## config.mk

```make
export PLATFORM = sky130hd
export DESIGN_NAME = spp_top
export DESIGN_NICKNAME = d
export VERILOG_FILES = /design/src/spp_pkg.sv /design/src/spp_top.sv
export SDC_FILE = /design/constraint.sdc
export NUM_CORES = 1
export LEC_CHECK = 0
export ABC_CLOCK_PERIOD_IN_PS = 10000
export BUFFER_PORTS_ARGS = -buffer_cell sky130_fd_sc_hd__buf_2
export CAP_MARGIN = 20
export CORE_MARGIN = 4
export CORE_UTILIZATION = 57
export DETAILED_ROUTE_END_ITERATION = 16
export PLACE_DENSITY = 0.76
export SYNTH_ARGS = -nofsm -noshare
export SYNTH_HDL_FRONTEND = slang
export SYNTH_SLANG_ARGS = --single-unit
```

## constraint.sdc

```tcl
create_clock -name clk_i -period 10 [get_ports clk_i]
set_input_delay 2 -clock clk_i [delete_from_list [all_inputs] [get_ports clk_i]]
set_output_delay 2 -clock clk_i [all_outputs]
set_load 0.01 [all_outputs]
```

## src/spp_pkg.sv

```systemverilog
// Constants, types and register map of the serial peripheral port
// Notes on behaviour
// - master up to 8 MHz, slave 1 MHz
// - transmit words queue in 16x32 FIFO
// - received words buffer in 16x32 FIFO
// - frame length programmable 4 to 32 bits
// - pin roles swap between master and slave
// - one system word fills one FIFO entry
// - FIFOs serve bursts of one to eight
// - DMA request handshake for both FIFOs
// - phase0 polarity0: sample rising, idle low
// - phase0 polarity1: sample falling, idle high
// - phase1 polarity0: drive rising, sample falling
// - phase1 polarity1: drive falling, sample rising
// - phase0 pulses chip select between words
// - rate is clk/(even prescale)/(1+factor)
// - serial clock always 50 percent duty
// - disabling keeps both FIFO contents intact
// - transmit byte and bit order select
// - receive uses same order encoding
// - mixed orders only for 16/24/32 bits
package spp_pkg;
    // Register byte offsets
    localparam logic [7:0] REG_CTRL_A = 8'h00;
    localparam logic [7:0] REG_CTRL_B = 8'h04;
    localparam logic [7:0] REG_DATA = 8'h08;
    localparam logic [7:0] REG_STATUS = 8'h0c;
    localparam logic [7:0] REG_PRESCALE = 8'h10;
    localparam logic [7:0] REG_DMA = 8'h14;
    // Writable bits and reset values
    localparam logic [31:0] CTRL_A_MASK = 32'h0000ffdf;
    localparam logic [31:0] CTRL_A_RESET = 32'h00000007;
    localparam logic [31:0] CTRL_B_MASK = 32'h000000f6;
    localparam logic [31:0] CTRL_B_RESET = 32'h00000000;
    localparam logic [31:0] PRESCALE_MASK = 32'h000000fe;
    localparam logic [31:0] PRESCALE_RESET = 32'h00000002;
    localparam logic [31:0] DMA_MASK = 32'h00000003;
    // Field positions
    localparam int A_SIZE_LSB = 0;
    localparam int A_PHASE_BIT = 6;
    localparam int A_POL_BIT = 7;
    localparam int A_RATE_LSB = 8;
    localparam int B_ENABLE_BIT = 1;
    localparam int B_SLAVE_BIT = 2;
    localparam int B_TXORD_LSB = 4;
    localparam int B_RXORD_LSB = 6;
    localparam int S_OVR_BIT = 5;
    localparam int S_UND_BIT = 6;
    localparam int DMA_TX_BIT = 0;
    localparam int DMA_RX_BIT = 1;
    // FIFO geometry and burst size
    localparam int FIFO_DEPTH = 16;
    localparam logic [4:0] FIFO_FULL = 5'h10;
    localparam logic [4:0] BURST_WORDS = 5'h08;
    localparam logic [4:0] MIN_SIZE_M1 = 5'h03;
    // Order codes: bit0 low byte first, bit1 low bit first
    localparam logic [1:0] ORD_MSB_MSB = 2'h0;
    localparam logic [1:0] ORD_LSB_MSB = 2'h1;
    localparam logic [1:0] ORD_MSB_LSB = 2'h2;
    // Timing
    localparam int CLK_HZ = 250000000;
    localparam int MASTER_MAX_HZ = 8000000;
    localparam int SLAVE_MAX_HZ = 1000000;
    localparam int MIN_HALF_CYC = (CLK_HZ + 2 * MASTER_MAX_HZ - 1) / (2 * MASTER_MAX_HZ);
    localparam logic [15:0] MIN_HALF = 16'(MIN_HALF_CYC);

    typedef enum logic [1:0] {ST_IDLE, ST_LEAD, ST_XFER, ST_GAP} spp_state_e;

    typedef struct packed {
        logic enable;
        logic slave;
        logic phase;
        logic polarity;
        logic [4:0] size_m1;
        logic [7:0] rate;
        logic [1:0] tx_order;
        logic [1:0] rx_order;
    } spp_cfg_s;

    typedef struct packed {
        logic sclk;
        logic sclk_oe_n;
        logic cs_n;
        logic cs_oe_n;
        logic dout;
        logic dout_oe_n;
    } spp_pins_s;
endpackage

```

## src/spp_top.sv

```systemverilog
// Serial peripheral port: FIFOs, shift engine, clock divider and Wishbone slave
//
// The register offsets and the Wishbone register port were chosen for this implementation.
`timescale 1ns/1ps
module spp_fifo
(
    // Clock and reset
    input wire logic clk_i,
    input wire logic rst_i,
    // Write side
    input wire logic push_i,
    input wire logic [31:0] wdata_i,
    // Read side
    input wire logic pop_i,
    output logic [31:0] rdata_o,
    output logic [4:0] count_o
);
    import spp_pkg::*;

    logic [31:0] mem_r [FIFO_DEPTH];
    logic [31:0] mem_nxt [FIFO_DEPTH];
    logic [3:0] wr_r, wr_nxt, rd_r, rd_nxt;
    logic [4:0] cnt_r, cnt_nxt;
    logic do_push, do_pop;

    // Pointer and storage update; a full FIFO drops the write
    always_comb
    begin
        mem_nxt = mem_r;
        do_push = push_i && (cnt_r != FIFO_FULL);
        do_pop = pop_i && (cnt_r != 5'h00);
        wr_nxt = wr_r;
        rd_nxt = rd_r;
        if (do_push)
        begin
            mem_nxt[wr_r] = wdata_i;
            wr_nxt = wr_r + 4'h1;
        end
        if (do_pop)
        begin
            rd_nxt = rd_r + 4'h1;
        end
        cnt_nxt = cnt_r + {4'h0, do_push} - {4'h0, do_pop};
    end

    // Storage needs no reset; only pointers and count carry control state
    always_ff @(posedge clk_i)
    begin
        mem_r <= mem_nxt;
        if (rst_i)
        begin
            wr_r <= 4'h0;
            rd_r <= 4'h0;
            cnt_r <= 5'h00;
        end
        else
        begin
            wr_r <= wr_nxt;
            rd_r <= rd_nxt;
            cnt_r <= cnt_nxt;
        end
    end

    assign rdata_o = mem_r[rd_r];
    assign count_o = cnt_r;
endmodule

module spp_top
(
    // Clock and reset
    input wire logic clk_i,
    input wire logic rst_i,
    // Wishbone classic slave
    input wire logic wb_cyc_i,
    input wire logic wb_stb_i,
    input wire logic wb_we_i,
    input wire logic [7:0] wb_adr_i,
    input wire logic [3:0] wb_sel_i,
    input wire logic [31:0] wb_dat_i,
    output logic [31:0] wb_dat_o,
    output logic wb_ack_o,
    // Serial pins
    input wire logic spi_in_i,
    input wire logic sclk_i,
    input wire logic cs_n_i,
    output spp_pkg::spp_pins_s pins_o,
    // DMA requests
    output logic dma_tx_sreq_o,
    output logic dma_tx_breq_o,
    output logic dma_rx_sreq_o,
    output logic dma_rx_breq_o
);
    import spp_pkg::*;

    // Position of transmitted bit k inside the element
    function automatic logic [4:0] bit_index(input logic [4:0] k, input logic [4:0] lm1, input logic [1:0] ord);
        logic [1:0] nb;
        nb = lm1[4:3] - k[4:3];
        case (ord)
            ORD_MSB_MSB: bit_index = lm1 - k;
            ORD_LSB_MSB: bit_index = {k[4:3], ~k[2:0]};
            ORD_MSB_LSB: bit_index = {nb, k[2:0]};
            default: bit_index = k;
        endcase
    endfunction

    // Byte-lane merge of a register write
    function automatic logic [31:0] merge(input logic [31:0] old, input logic [31:0] wd, input logic [3:0] sel,
                                          input logic [31:0] mask);
        logic [31:0] m;
        m = old;
        for (int i = 0; i < 4; i++)
        begin
            if (sel[i])
            begin
                m[i*8 +: 8] = wd[i*8 +: 8];
            end
        end
        merge = m & mask;
    endfunction

    logic [31:0] ctrl_a_r, ctrl_a_nxt, ctrl_b_r, ctrl_b_nxt, pre_r, pre_nxt, dma_r, dma_nxt;
    logic [31:0] dat_r, dat_nxt;
    logic ack_r, ack_nxt, ovr_r, ovr_nxt, und_r, und_nxt;
    logic dts_r, dts_nxt, dtb_r, dtb_nxt, drs_r, drs_nxt, drb_r, drb_nxt;
    spp_cfg_s cfg;
    spp_state_e state_r, state_nxt;
    logic [15:0] div_r, div_nxt;
    logic [5:0] edge_r, edge_nxt;
    logic [31:0] txw_r, txw_nxt, rxw_r, rxw_nxt;
    logic sprev_r;
    spp_pins_s pins_r, pins_nxt;
    logic req, tx_push, rx_pop, tx_pop, rx_push, ovr_set, und_set;
    logic [31:0] tx_rdata, rx_rdata;
    logic [4:0] tx_cnt, rx_cnt, lm1, k, didx;
    logic master, tick, evt, lead, sample;
    logic [6:0] ph;
    logic [8:0] rf;
    logic [15:0] half_prod, half_len;

    // Configuration fields; short sizes read as four bits
    assign cfg.enable = ctrl_b_r[B_ENABLE_BIT];
    assign cfg.slave = ctrl_b_r[B_SLAVE_BIT];
    assign cfg.phase = ctrl_a_r[A_PHASE_BIT];
    assign cfg.polarity = ctrl_a_r[A_POL_BIT];
    assign cfg.size_m1 = ctrl_a_r[A_SIZE_LSB +: 5];
    assign cfg.rate = ctrl_a_r[A_RATE_LSB +: 8];
    assign cfg.tx_order = ctrl_b_r[B_TXORD_LSB +: 2];
    assign cfg.rx_order = ctrl_b_r[B_RXORD_LSB +: 2];
    assign lm1 = (cfg.size_m1 < MIN_SIZE_M1) ? MIN_SIZE_M1 : cfg.size_m1;
    assign master = ~cfg.slave;

    // Half period = (prescale/2)*(1+factor); even split keeps 50 percent duty
    assign ph = (pre_r[7:1] == 7'h00) ? 7'h01 : pre_r[7:1];
    assign rf = {1'b0, cfg.rate} + 9'h001;
    assign half_prod = {9'h000, ph} * {7'h00, rf};
    // Clamp keeps master bit rate at or below its limit
    assign half_len = (half_prod < MIN_HALF) ? MIN_HALF : half_prod;
    assign tick = master && (div_r == half_len - 16'h0001);
    assign evt = master ? tick : (sclk_i != sprev_r);

    // Both FIFOs ignore the enable, so data survives a disable
    spp_fifo u_tx_fifo
    (
        .clk_i(clk_i),
        .rst_i(rst_i),
        .push_i(tx_push),
        .wdata_i(wb_dat_i),
        .pop_i(tx_pop),
        .rdata_o(tx_rdata),
        .count_o(tx_cnt)
    );
    spp_fifo u_rx_fifo
    (
        .clk_i(clk_i),
        .rst_i(rst_i),
        .push_i(rx_push),
        .wdata_i(rxw_nxt),
        .pop_i(rx_pop),
        .rdata_o(rx_rdata),
        .count_o(rx_cnt)
    );

    // Shift engine next state
    always_comb
    begin
        state_nxt = state_r;
        edge_nxt = edge_r;
        txw_nxt = txw_r;
        rxw_nxt = rxw_r;
        pins_nxt = pins_r;
        tx_pop = 1'b0;
        rx_push = 1'b0;
        ovr_set = 1'b0;
        und_set = 1'b0;
        k = edge_r[5:1];
        lead = ~edge_r[0];
        sample = cfg.phase ? ~lead : lead;
        didx = cfg.phase ? k : k + 5'h01;
        div_nxt = (state_r == ST_IDLE || tick) ? 16'h0000 : div_r + 16'h0001;
        pins_nxt.sclk_oe_n = ~(cfg.enable & master);
        pins_nxt.cs_oe_n = ~(cfg.enable & master);
        pins_nxt.dout_oe_n = ~(cfg.enable & (master | ~cs_n_i));
        if (!cfg.enable)
        begin
            state_nxt = ST_IDLE;
            pins_nxt.sclk = cfg.polarity;
            pins_nxt.cs_n = 1'b1;
        end
        else
        begin
            case (state_r)
                ST_IDLE:
                begin
                    pins_nxt.sclk = cfg.polarity;
                    if (master ? (tx_cnt != 5'h00) : ~cs_n_i)
                    begin
                        tx_pop = (tx_cnt != 5'h00);
                        und_set = (tx_cnt == 5'h00);
                        txw_nxt = (tx_cnt != 5'h00) ? tx_rdata : 32'h00000000;
                        rxw_nxt = 32'h00000000;
                        edge_nxt = 6'h00;
                        pins_nxt.dout = txw_nxt[bit_index(5'h00, lm1, cfg.tx_order)];
                        pins_nxt.cs_n = 1'b0;
                        state_nxt = master ? ST_LEAD : ST_XFER;
                    end
                    else
                    begin
                        pins_nxt.cs_n = 1'b1;
                    end
                end
                ST_LEAD:
                begin
                    // Half period here, then another in ST_XFER before the first edge
                    if (tick)
                    begin
                        state_nxt = ST_XFER;
                    end
                end
                ST_XFER:
                begin
                    if (!master && cs_n_i)
                    begin
                        // Slave deselected mid frame: partial word dropped
                        state_nxt = ST_IDLE;
                    end
                    else if (evt)
                    begin
                        if (master)
                        begin
                            pins_nxt.sclk = ~pins_r.sclk;
                        end
                        if (sample)
                        begin
                            rxw_nxt[bit_index(k, lm1, cfg.rx_order)] = spi_in_i;
                        end
                        else if (cfg.phase || (k != lm1))
                        begin
                            pins_nxt.dout = txw_r[bit_index(didx, lm1, cfg.tx_order)];
                        end
                        edge_nxt = edge_r + 6'h01;
                        if (edge_r == {lm1, 1'b1})
                        begin
                            rx_push = 1'b1;
                            ovr_set = (rx_cnt == FIFO_FULL);
                            state_nxt = cfg.phase ? ST_IDLE : ST_GAP;
                            if (master && !cfg.phase)
                            begin
                                pins_nxt.cs_n = 1'b1;
                            end
                        end
                    end
                end
                default:
                begin
                    // Chip select high between words in phase 0
                    if (master ? tick : cs_n_i)
                    begin
                        state_nxt = ST_IDLE;
                    end
                end
            endcase
        end
    end

    // Shift engine registers
    always_ff @(posedge clk_i)
    begin
        if (rst_i)
        begin
            state_r <= ST_IDLE;
            div_r <= 16'h0000;
            edge_r <= 6'h00;
            txw_r <= 32'h00000000;
            rxw_r <= 32'h00000000;
            sprev_r <= 1'b0;
            pins_r <= '{sclk: 1'b0, sclk_oe_n: 1'b1, cs_n: 1'b1, cs_oe_n: 1'b1, dout: 1'b0, dout_oe_n: 1'b1};
        end
        else
        begin
            state_r <= state_nxt;
            div_r <= div_nxt;
            edge_r <= edge_nxt;
            txw_r <= txw_nxt;
            rxw_r <= rxw_nxt;
            sprev_r <= sclk_i;
            pins_r <= pins_nxt;
        end
    end

    // Wishbone decode: one-cycle ack, effects at the acking edge
    always_comb
    begin
        req = wb_cyc_i & wb_stb_i & ~ack_r;
        ack_nxt = req;
        dat_nxt = 32'h00000000;
        ctrl_a_nxt = ctrl_a_r;
        ctrl_b_nxt = ctrl_b_r;
        pre_nxt = pre_r;
        dma_nxt = dma_r;
        tx_push = 1'b0;
        rx_pop = 1'b0;
        ovr_nxt = ovr_r | ovr_set;
        und_nxt = und_r | und_set;
        if (req && wb_we_i)
        begin
            if (wb_adr_i == REG_CTRL_A)
            begin
                ctrl_a_nxt = merge(ctrl_a_r, wb_dat_i, wb_sel_i, CTRL_A_MASK);
            end
            else if (wb_adr_i == REG_CTRL_B)
            begin
                ctrl_b_nxt = merge(ctrl_b_r, wb_dat_i, wb_sel_i, CTRL_B_MASK);
            end
            else if (wb_adr_i == REG_DATA)
            begin
                tx_push = 1'b1;
            end
            else if (wb_adr_i == REG_STATUS)
            begin
                // A new event in the clearing cycle still sets
                ovr_nxt = ovr_set | (ovr_r & ~(wb_sel_i[0] & wb_dat_i[S_OVR_BIT]));
                und_nxt = und_set | (und_r & ~(wb_sel_i[0] & wb_dat_i[S_UND_BIT]));
            end
            else if (wb_adr_i == REG_PRESCALE)
            begin
                pre_nxt = merge(pre_r, wb_dat_i, wb_sel_i, PRESCALE_MASK);
            end
            else if (wb_adr_i == REG_DMA)
            begin
                dma_nxt = merge(dma_r, wb_dat_i, wb_sel_i, DMA_MASK);
            end
        end
        else if (req)
        begin
            if (wb_adr_i == REG_CTRL_A)
            begin
                dat_nxt = ctrl_a_r;
            end
            else if (wb_adr_i == REG_CTRL_B)
            begin
                dat_nxt = ctrl_b_r;
            end
            else if (wb_adr_i == REG_DATA)
            begin
                rx_pop = 1'b1;
                dat_nxt = (rx_cnt != 5'h00) ? rx_rdata : 32'h00000000;
            end
            else if (wb_adr_i == REG_STATUS)
            begin
                dat_nxt = {11'h000, rx_cnt, 3'h0, tx_cnt, 1'b0, und_r, ovr_r, state_r != ST_IDLE,
                           rx_cnt == FIFO_FULL, rx_cnt != 5'h00, tx_cnt != FIFO_FULL, tx_cnt == 5'h00};
            end
            else if (wb_adr_i == REG_PRESCALE)
            begin
                dat_nxt = pre_r;
            end
            else if (wb_adr_i == REG_DMA)
            begin
                dat_nxt = dma_r;
            end
        end
        // Requests are registered, so one late DMA word may be dropped
        dts_nxt = dma_r[DMA_TX_BIT] & (tx_cnt != FIFO_FULL);
        dtb_nxt = dma_r[DMA_TX_BIT] & (tx_cnt <= FIFO_FULL - BURST_WORDS);
        drs_nxt = dma_r[DMA_RX_BIT] & (rx_cnt != 5'h00);
        drb_nxt = dma_r[DMA_RX_BIT] & (rx_cnt >= BURST_WORDS);
    end

    // Register file and bus outputs
    always_ff @(posedge clk_i)
    begin
        if (rst_i)
        begin
            ctrl_a_r <= CTRL_A_RESET;
            ctrl_b_r <= CTRL_B_RESET;
            pre_r <= PRESCALE_RESET;
            dma_r <= 32'h00000000;
            dat_r <= 32'h00000000;
            ack_r <= 1'b0;
            ovr_r <= 1'b0;
            und_r <= 1'b0;
            dts_r <= 1'b0;
            dtb_r <= 1'b0;
            drs_r <= 1'b0;
            drb_r <= 1'b0;
        end
        else
        begin
            ctrl_a_r <= ctrl_a_nxt;
            ctrl_b_r <= ctrl_b_nxt;
            pre_r <= pre_nxt;
            dma_r <= dma_nxt;
            dat_r <= dat_nxt;
            ack_r <= ack_nxt;
            ovr_r <= ovr_nxt;
            und_r <= und_nxt;
            dts_r <= dts_nxt;
            dtb_r <= dtb_nxt;
            drs_r <= drs_nxt;
            drb_r <= drb_nxt;
        end
    end

    assign wb_dat_o = dat_r;
    assign wb_ack_o = ack_r;
    assign pins_o = pins_r;
    assign dma_tx_sreq_o = dts_r;
    assign dma_tx_breq_o = dtb_r;
    assign dma_rx_sreq_o = drs_r;
    assign dma_rx_breq_o = drb_r;
endmodule

```

# Word level (Yosys, flattened, before mapping)
# Cells that the tools add are included.
# totals
ff_bits	1213
input_bits	52
output_inout_bits	43
wordCells	328
# op_classes
addsub	17
multipliers	1
n_lt_le_gt_ge	14
eq_ne	32
mux	120
bitwise	39
n_reduce_logical	41
# ops
operator	count
$bwmux W512	2
$mux W32	14
$bmux W32 S4	2
$demux W32 S4	2
$mux W5	16
$pmux W32 S2	1
$mux W1	53
$mux W16	3
$pmux W5 S3	3
$bwmux W32	1
$mux W21	1
$ge A5 B5 Y1 const B	4
$not A4 Y5	4
$lt A5 B6 Y1 const B	3
$mux W2	9
$mux W6	3
$add A16 B1 Y16 const B	1
$add A4 B1 Y4 const B	4
$eq A16 B16 Y1	1
$eq A8 B4 Y1 const B	2
$eq A8 B5 Y1 const B	2
$lt A16 B5 Y1 const B	1
$mul A7 B9 Y16	1
$not A1 Y1	16
54 further kinds	115

# Longest topological paths before layout
# logic_depth
word_depth	24
ltp_mapped	42
depth_no_buf	37

# Hierarchy
# From an unflattened synthesis, not the netlist that was laid out.
# hier_totals
hier_cells	3170
area_unflattened_um2	51339.2
# by_module_without_submodules
module	instances	cells_per_inst	area_per_inst_um2	seq_area_each_um2
spp_fifo at u_tx_fifo	1	888	19929.1	15635.0
spp_fifo at u_rx_fifo	1	886	19919.1	15635.0
spp_top	1	1396	11491.0	3263.1

# Least setup slack after synthesis
# No wires, ideal clock.
# synth_timing
kind	flip-flop to flip-flop
startpoint	reg ctrl_a_r[8]
endpoint	reg u_rx_fifo.mem_r[128] (netlist bit), enable pin
setup_time_ps	461
arrival_ps	9411
t_required_ps	9539
path_slack_ps	127
path_stages_with_launch	34
path_buffers	4
period_less_slack_ps	9873
cell_sequence	dfxtp_1 -> clkbuf_1 -> and3_1 -> nand3_1 -> xor2_1 -> nor2b_1 -> fa_1 -> inv_1 -> fa_1 -> inv_1 -> fa_1 -> inv_1 -> fa_1 -> inv_1 -> ha_1 -> buf_4 -> a21oi_2 -> a31oi_1 -> or4_1 -> a21boi_2 -> o2111ai_2 -> buf_2 -> nand2_1 -> ha_1 -> nand2_1 -> nor2_1 -> nand4_1 -> mux2i_1 -> xor2_1 -> nand4_1 -> o31ai_4 -> buf_4 -> nand4_1 -> nor3_1
# synth_via
elab_chain_len	13
# synth_lines
element	line_no	source
from (decl)	spp_top.sv:122	logic [31:0] ctrl_a_r, ctrl_a_nxt, ctrl_b_r, ctrl_b_nxt, pre_r, pre_nxt, dma_r, dma_nxt;
from (signal assigned)	spp_top.sv:410	ctrl_a_r <= ctrl_a_nxt;
$add A8 B1 Y9 (*)	spp_top.sv:155	assign rf = {1'b0, cfg.rate} + 9'h001;
$mul A7 B9 Y16 (*)	spp_top.sv:156	assign half_prod = {9'h000, ph} * {7'h00, rf};
$lt A16 B5 Y1	spp_top.sv:158	assign half_len = (half_prod < MIN_HALF) ? MIN_HALF : half_prod;
$mux W16 (*)	spp_top.sv:158	
$sub A16 B1 Y16 (*)	spp_top.sv:159	assign tick = master && (div_r == half_len - 16'h0001);
$eq A16 B16 Y1 (*)	spp_top.sv:159	
$logic_and A1 B1 Y1 (*)	spp_top.sv:159	
$mux W1 (*)	spp_top.sv:160	assign evt = master ? tick : (sclk_i != sprev_r);
$mux W1 (*)	spp_top.sv:247	else if (evt)
$mux W1 (*)	spp_top.sv:242	if (!master && cs_n_i)
$mux W1 (*)	spp_top.sv:212	case (state_r)
$mux W1 (*)	spp_top.sv:204	if (!cfg.enable)
$logic_and A1 B1 Y1 (*)	spp_top.sv:30	do_push = push_i && (cnt_r != FIFO_FULL);
to (signal assigned)	spp_top.sv:49	mem_r <= mem_nxt;
to (decl)	spp_top.sv:20	logic [31:0] mem_r [FIFO_DEPTH];
# Mark *: on every way between the ends. The rest lies on a longest branch, timed or not.
# A chain may end at the register's enable or synchronous reset.

# Worst setup path after layout
# layout_timing
startpoint	reg ctrl_a_r[8]
endpoint	reg u_rx_fifo.mem_r[405] (netlist bit), data pin
# layout_via
elab_chain_len	13
# layout_lines
element	line_no	source
$add A8 B1 Y9 (*)	spp_top.sv:155	
$mul A7 B9 Y16 (*)	spp_top.sv:156	
$lt A16 B5 Y1	spp_top.sv:158	
$mux W16 (*)	spp_top.sv:158	
$sub A16 B1 Y16 (*)	spp_top.sv:159	
$eq A16 B16 Y1 (*)	spp_top.sv:159	
$logic_and A1 B1 Y1 (*)	spp_top.sv:159	
$mux W1 (*)	spp_top.sv:160	
$mux W32 (*)	spp_top.sv:247	
$mux W32 (*)	spp_top.sv:242	
$pmux W32 S2 (*)	spp_top.sv:212	
$mux W32 (*)	spp_top.sv:204	
net rxw_nxt[21]	spp_top.sv:130	logic [31:0] txw_r, txw_nxt, rxw_r, rxw_nxt;
$bwmux W512 (*)	spp_top.sv:36	mem_nxt[wr_r] = wdata_i;
# Mark *: on every way through the listed nets, which the timed path passes. The rest lies on a longest branch.

==> impl_results.md <==
- Reg2reg end: u_rx_fifo.mem_r[405]$_DFFE_PP_
- Crit Path Category: reg2reg
- Area Overhead vs Synth: 12.0%
- Synthesized flop and latch total: between 1000 and 1500
- Reg2Reg Setup Slack: around 0.47 ns
- Grt met2 use: a little over two fifths
- Delay of the slowest critical-path stage: ~0.9 ns
- Worst setup endpoint: u_rx_fifo.mem_r[405]$_DFFE_PP_
- GRT Util Overall: between 20% and 30%
- Worst Setup End Kind: flip-flop
- Layout cells sized above 1: 21.6%
- Fill count: around 6000
- Final Cycle Share: a little over nine tenths
- Static Leakage: 18.6 nW
- Die span in x: 309 um
- Post-DP Area: 54000 um^2
- Power Total: 9.87 mW
- Final setup margin: 0.468 ns
- Area of the multi-input gates: 16200 um^2
- Top FF cell, synth: edfxtp_1
- I/O pins: 95
- Count of distinct cell types in the synthesized netlist: 79
- Dpl ws: a little over 0.4 ns
- Peak supply drop: 0.000172 V
- Warnings, synthesis: 0
- Number of setup buffers added after CTS: 0
- FF-to-FF path depth: 32
- Final instance area: a little under 60000 um^2
- Routed WL: approximately 130 mm
- Max Root-Sink Buffers: 3
- Die Y: between 300 and 400 um
- Post-DRT Antenna Nets: 0
- Async SR Flop Fraction: 0%
- Sequential share of the synthesized area: 66.8%
- Worst skew pair latency: ~0.71 ns
- Maximum clock frequency: ~100 MHz
- Worst Setup Start Kind: flip-flop
- Syn Inst Count: roughly 3200
- Root Driver: clkbuf_16
- CP most frequent cell: fa_1
- Detailed-route DRC error count: 0
- CTS Sinks: 1213
- CP max FO: 32
- Slew Viols, Final: 0
- Hold Crit Start: rxw_r[10]$_SDFF_PP0_
- Core ar.: between 90000 and 100000 um^2
- Vias in the first global route: 30400
- Fin nets: 3484
- IO Port Bufs: 92
- DP HPWL: a little under 80 mm
- TritonCTS clock tree: done
- Status: finished clean
- Gr busiest metal: met2
- First-pass GRT wire length: between 150 and 200 mm
- Final hold vios: 0
- Worst Max-Slew Pin Slew: 1.13 ns
- Clk slew on worst S/H paths: roughly 0.060 ns
- Max Cap Viol: 0
- Syn Nets: roughly 3400
- Post-synth EDFFs: between 1000 and 1500
- Power per cell area: 171 nW/um^2
- Unrepaired setup endpoints after global routing: yes
- Antenna violations before repair: 11
- R2r startpoint: ctrl_a_r[8]$_SDFFE_PP0P_
- Grt met3 use: about 6.3%
- Syn Area/Cell: 16.2 um^2
- Worst Setup SP: ctrl_a_r[8]$_SDFFE_PP0P_
- Starting Density: approximately 57%
- Fin crit period: 9.53 ns
- Largest net degree at the start of global routing: 87
- Drt via density: 6.60
- Die footprint: 95500 um^2
- Layout Skew: 0.0252 ns
- GR Overflow Total: 0
- Post-Syn Area: a little over 50000 um^2
- Register area: roughly 35000 um^2
- Placer Congestion: about 0.93
- Via count: ~30000
- Drt first pass iters: 6
- Final setup viols: 0
- Max-slew headroom: about a quarter
- Max stage delay cell, worst path: o22ai_1
- H-Tree Depth: 3
- HP Class: reg2reg
- Grt met1 use: approximately 39%
- Wire per inst: 28.3 um
- Rows: 110
- Number of DRC markers in iteration 0: about 4300
- Required time worst endpoint: between 10 and 15 ns
- CP arrival: a little under 10 ns
- Clock buffer count from CTS: between 100 and 150
## metrics by stage
step / util (%) / hold slack, ns / cells / TNS [ns]
after floorplan: - / 0.425 / 3182 / 0
after global placement: 60.0 / 0.437 / 4364 / 0
after detailed placement: 60.0 / 0.454 / 4365 / 0
after CTS: 64.2 / 0.466 / 4584 / 0
after global routing: 64.3 / 0.491 / 4595 / -2.82
final: 64.3 / 0.466 / 4599 / 0
## cell type report
type,count,area share (%)
inverter,95,0.616
tap,1176,2.54
timing repair buffer,196,2.48
clock buffer,160,5.52
multi-input combinational,1693,28.1
sequential,1213,59.7
antenna,7,0.0303
clock inverter,59,1.07
## state kept, by name (all words and copies together), names as in the netlist, 2 cells and up
register	count
u_tx_fifo.mem_r	512
edge_r	6
txw_r	32
pre_r	7
ctrl_b_r	6
u_tx_fifo.wr_r	4
div_r	16
rxw_r	32
u_tx_fifo.count_o	5
ctrl_a_r	15
u_tx_fifo.rd_r	4
u_rx_fifo.mem_r	512
wb_dat_o	32
u_rx_fifo.count_o	5
state_r	2
u_rx_fifo.rd_r	4
pins_o	5
dma_r	2
u_rx_fifo.wr_r	4
## power breakdown
part           leakage [nW]  total, mW  internal (mW)  switching (mW)
sequential             10.5       5.44           5.44        0.000254
combinational          6.27     0.0676         0.0126          0.0550
clock                  1.86       4.37           2.50            1.87
## repair_timing
item | in CTS | in global routing
gates resized for setup | 0 | 3
setup endpoints to repair | 0 | 504
hold buffers | 0 | 0
## worst min path at each step
stage / slack [ns] / cells after the start / to
floorplan: 0.43 / 2 / rxw_r[4]$_SDFF_PP0_
global placement: 0.44 / 2 / rxw_r[4]$_SDFF_PP0_
detailed placement: 0.45 / 2 / txw_r[23]$_SDFFE_PP0P_
CTS: 0.47 / 2 / rxw_r[10]$_SDFF_PP0_
global route: 0.49 / 2 / rxw_r[10]$_SDFF_PP0_
finish: 0.47 / 2 / rxw_r[10]$_SDFF_PP0_
## layout by cell type (no fill, tap or decap), types with 46 or more instances in the layout
| cell type | instances |
|---|---|
| nand2_1 | 157 |
| a21oi_1 | 155 |
| dfxtp_1 | 181 |
| edfxtp_1 | 1024 |
| mux4_2 | 289 |
| nor2_1 | 208 |
| buf_4 | 88 |
| ha_1 | 79 |
| inv_1 | 93 |
| mux2i_1 | 95 |
| nor2b_1 | 46 |
| buf_2 | 91 |
| o21ai_0 | 83 |
| clkbuf_16 | 116 |
## synth_stat cells (26+ instances only)
cell type  count  area, um^2
xor2_1        46         403
and2_1        42         263
fa_1          38         761
nand4_1       29         181
a21oi_1      155         776
nor3_1        34         170
nor2b_1       48         300
inv_1         93         349
nand3_1       36         180
ha_1          79         988
o21ai_0       83         415
edfxtp_1    1024       30700
clkbuf_1     123         462
o22ai_1       26         163
nor2_1       220         826
dfxtp_1      189        3780
xnor2_1       38         333
nand2_1      157         589
and3_1        29         181
mux2i_1       95         951
mux4_2       289        6510
buf_1         33         124
## cell families after synthesis
family          Yosys count  share of synthesized area, %
compound gates          432                          5.38
xor+xnor                 86                          1.51
mux                     397                          14.7
fa+ha+maj               117                          3.39
simple gates            661                          6.08
buf+inv                 276                          2.09
flops                  1213                          66.8
## critical path, delay by kind of cell (launching register included)
| kind | cells | cell delay [ns] |
|---|---|---|
| fa+ha+maj | 7 | 2.92 |
| flops | 1 | 0.48 |
| mux | 1 | 0.22 |
| buf+inv | 5 | 0.74 |
| xor+xnor | 2 | 0.37 |
| simple gates | 9 | 1.56 |
| compound gates | 8 | 2.87 |
## layer usage
layer | vias up | share of wire, %
li1 | 12700 | -
met1 | 15600 | 39
met2 | 1818 | 47
met3 | 264 | 11
met4 | 4 | 2.9
met5 | - | 0.018
(Power assumes the default switching activity.)
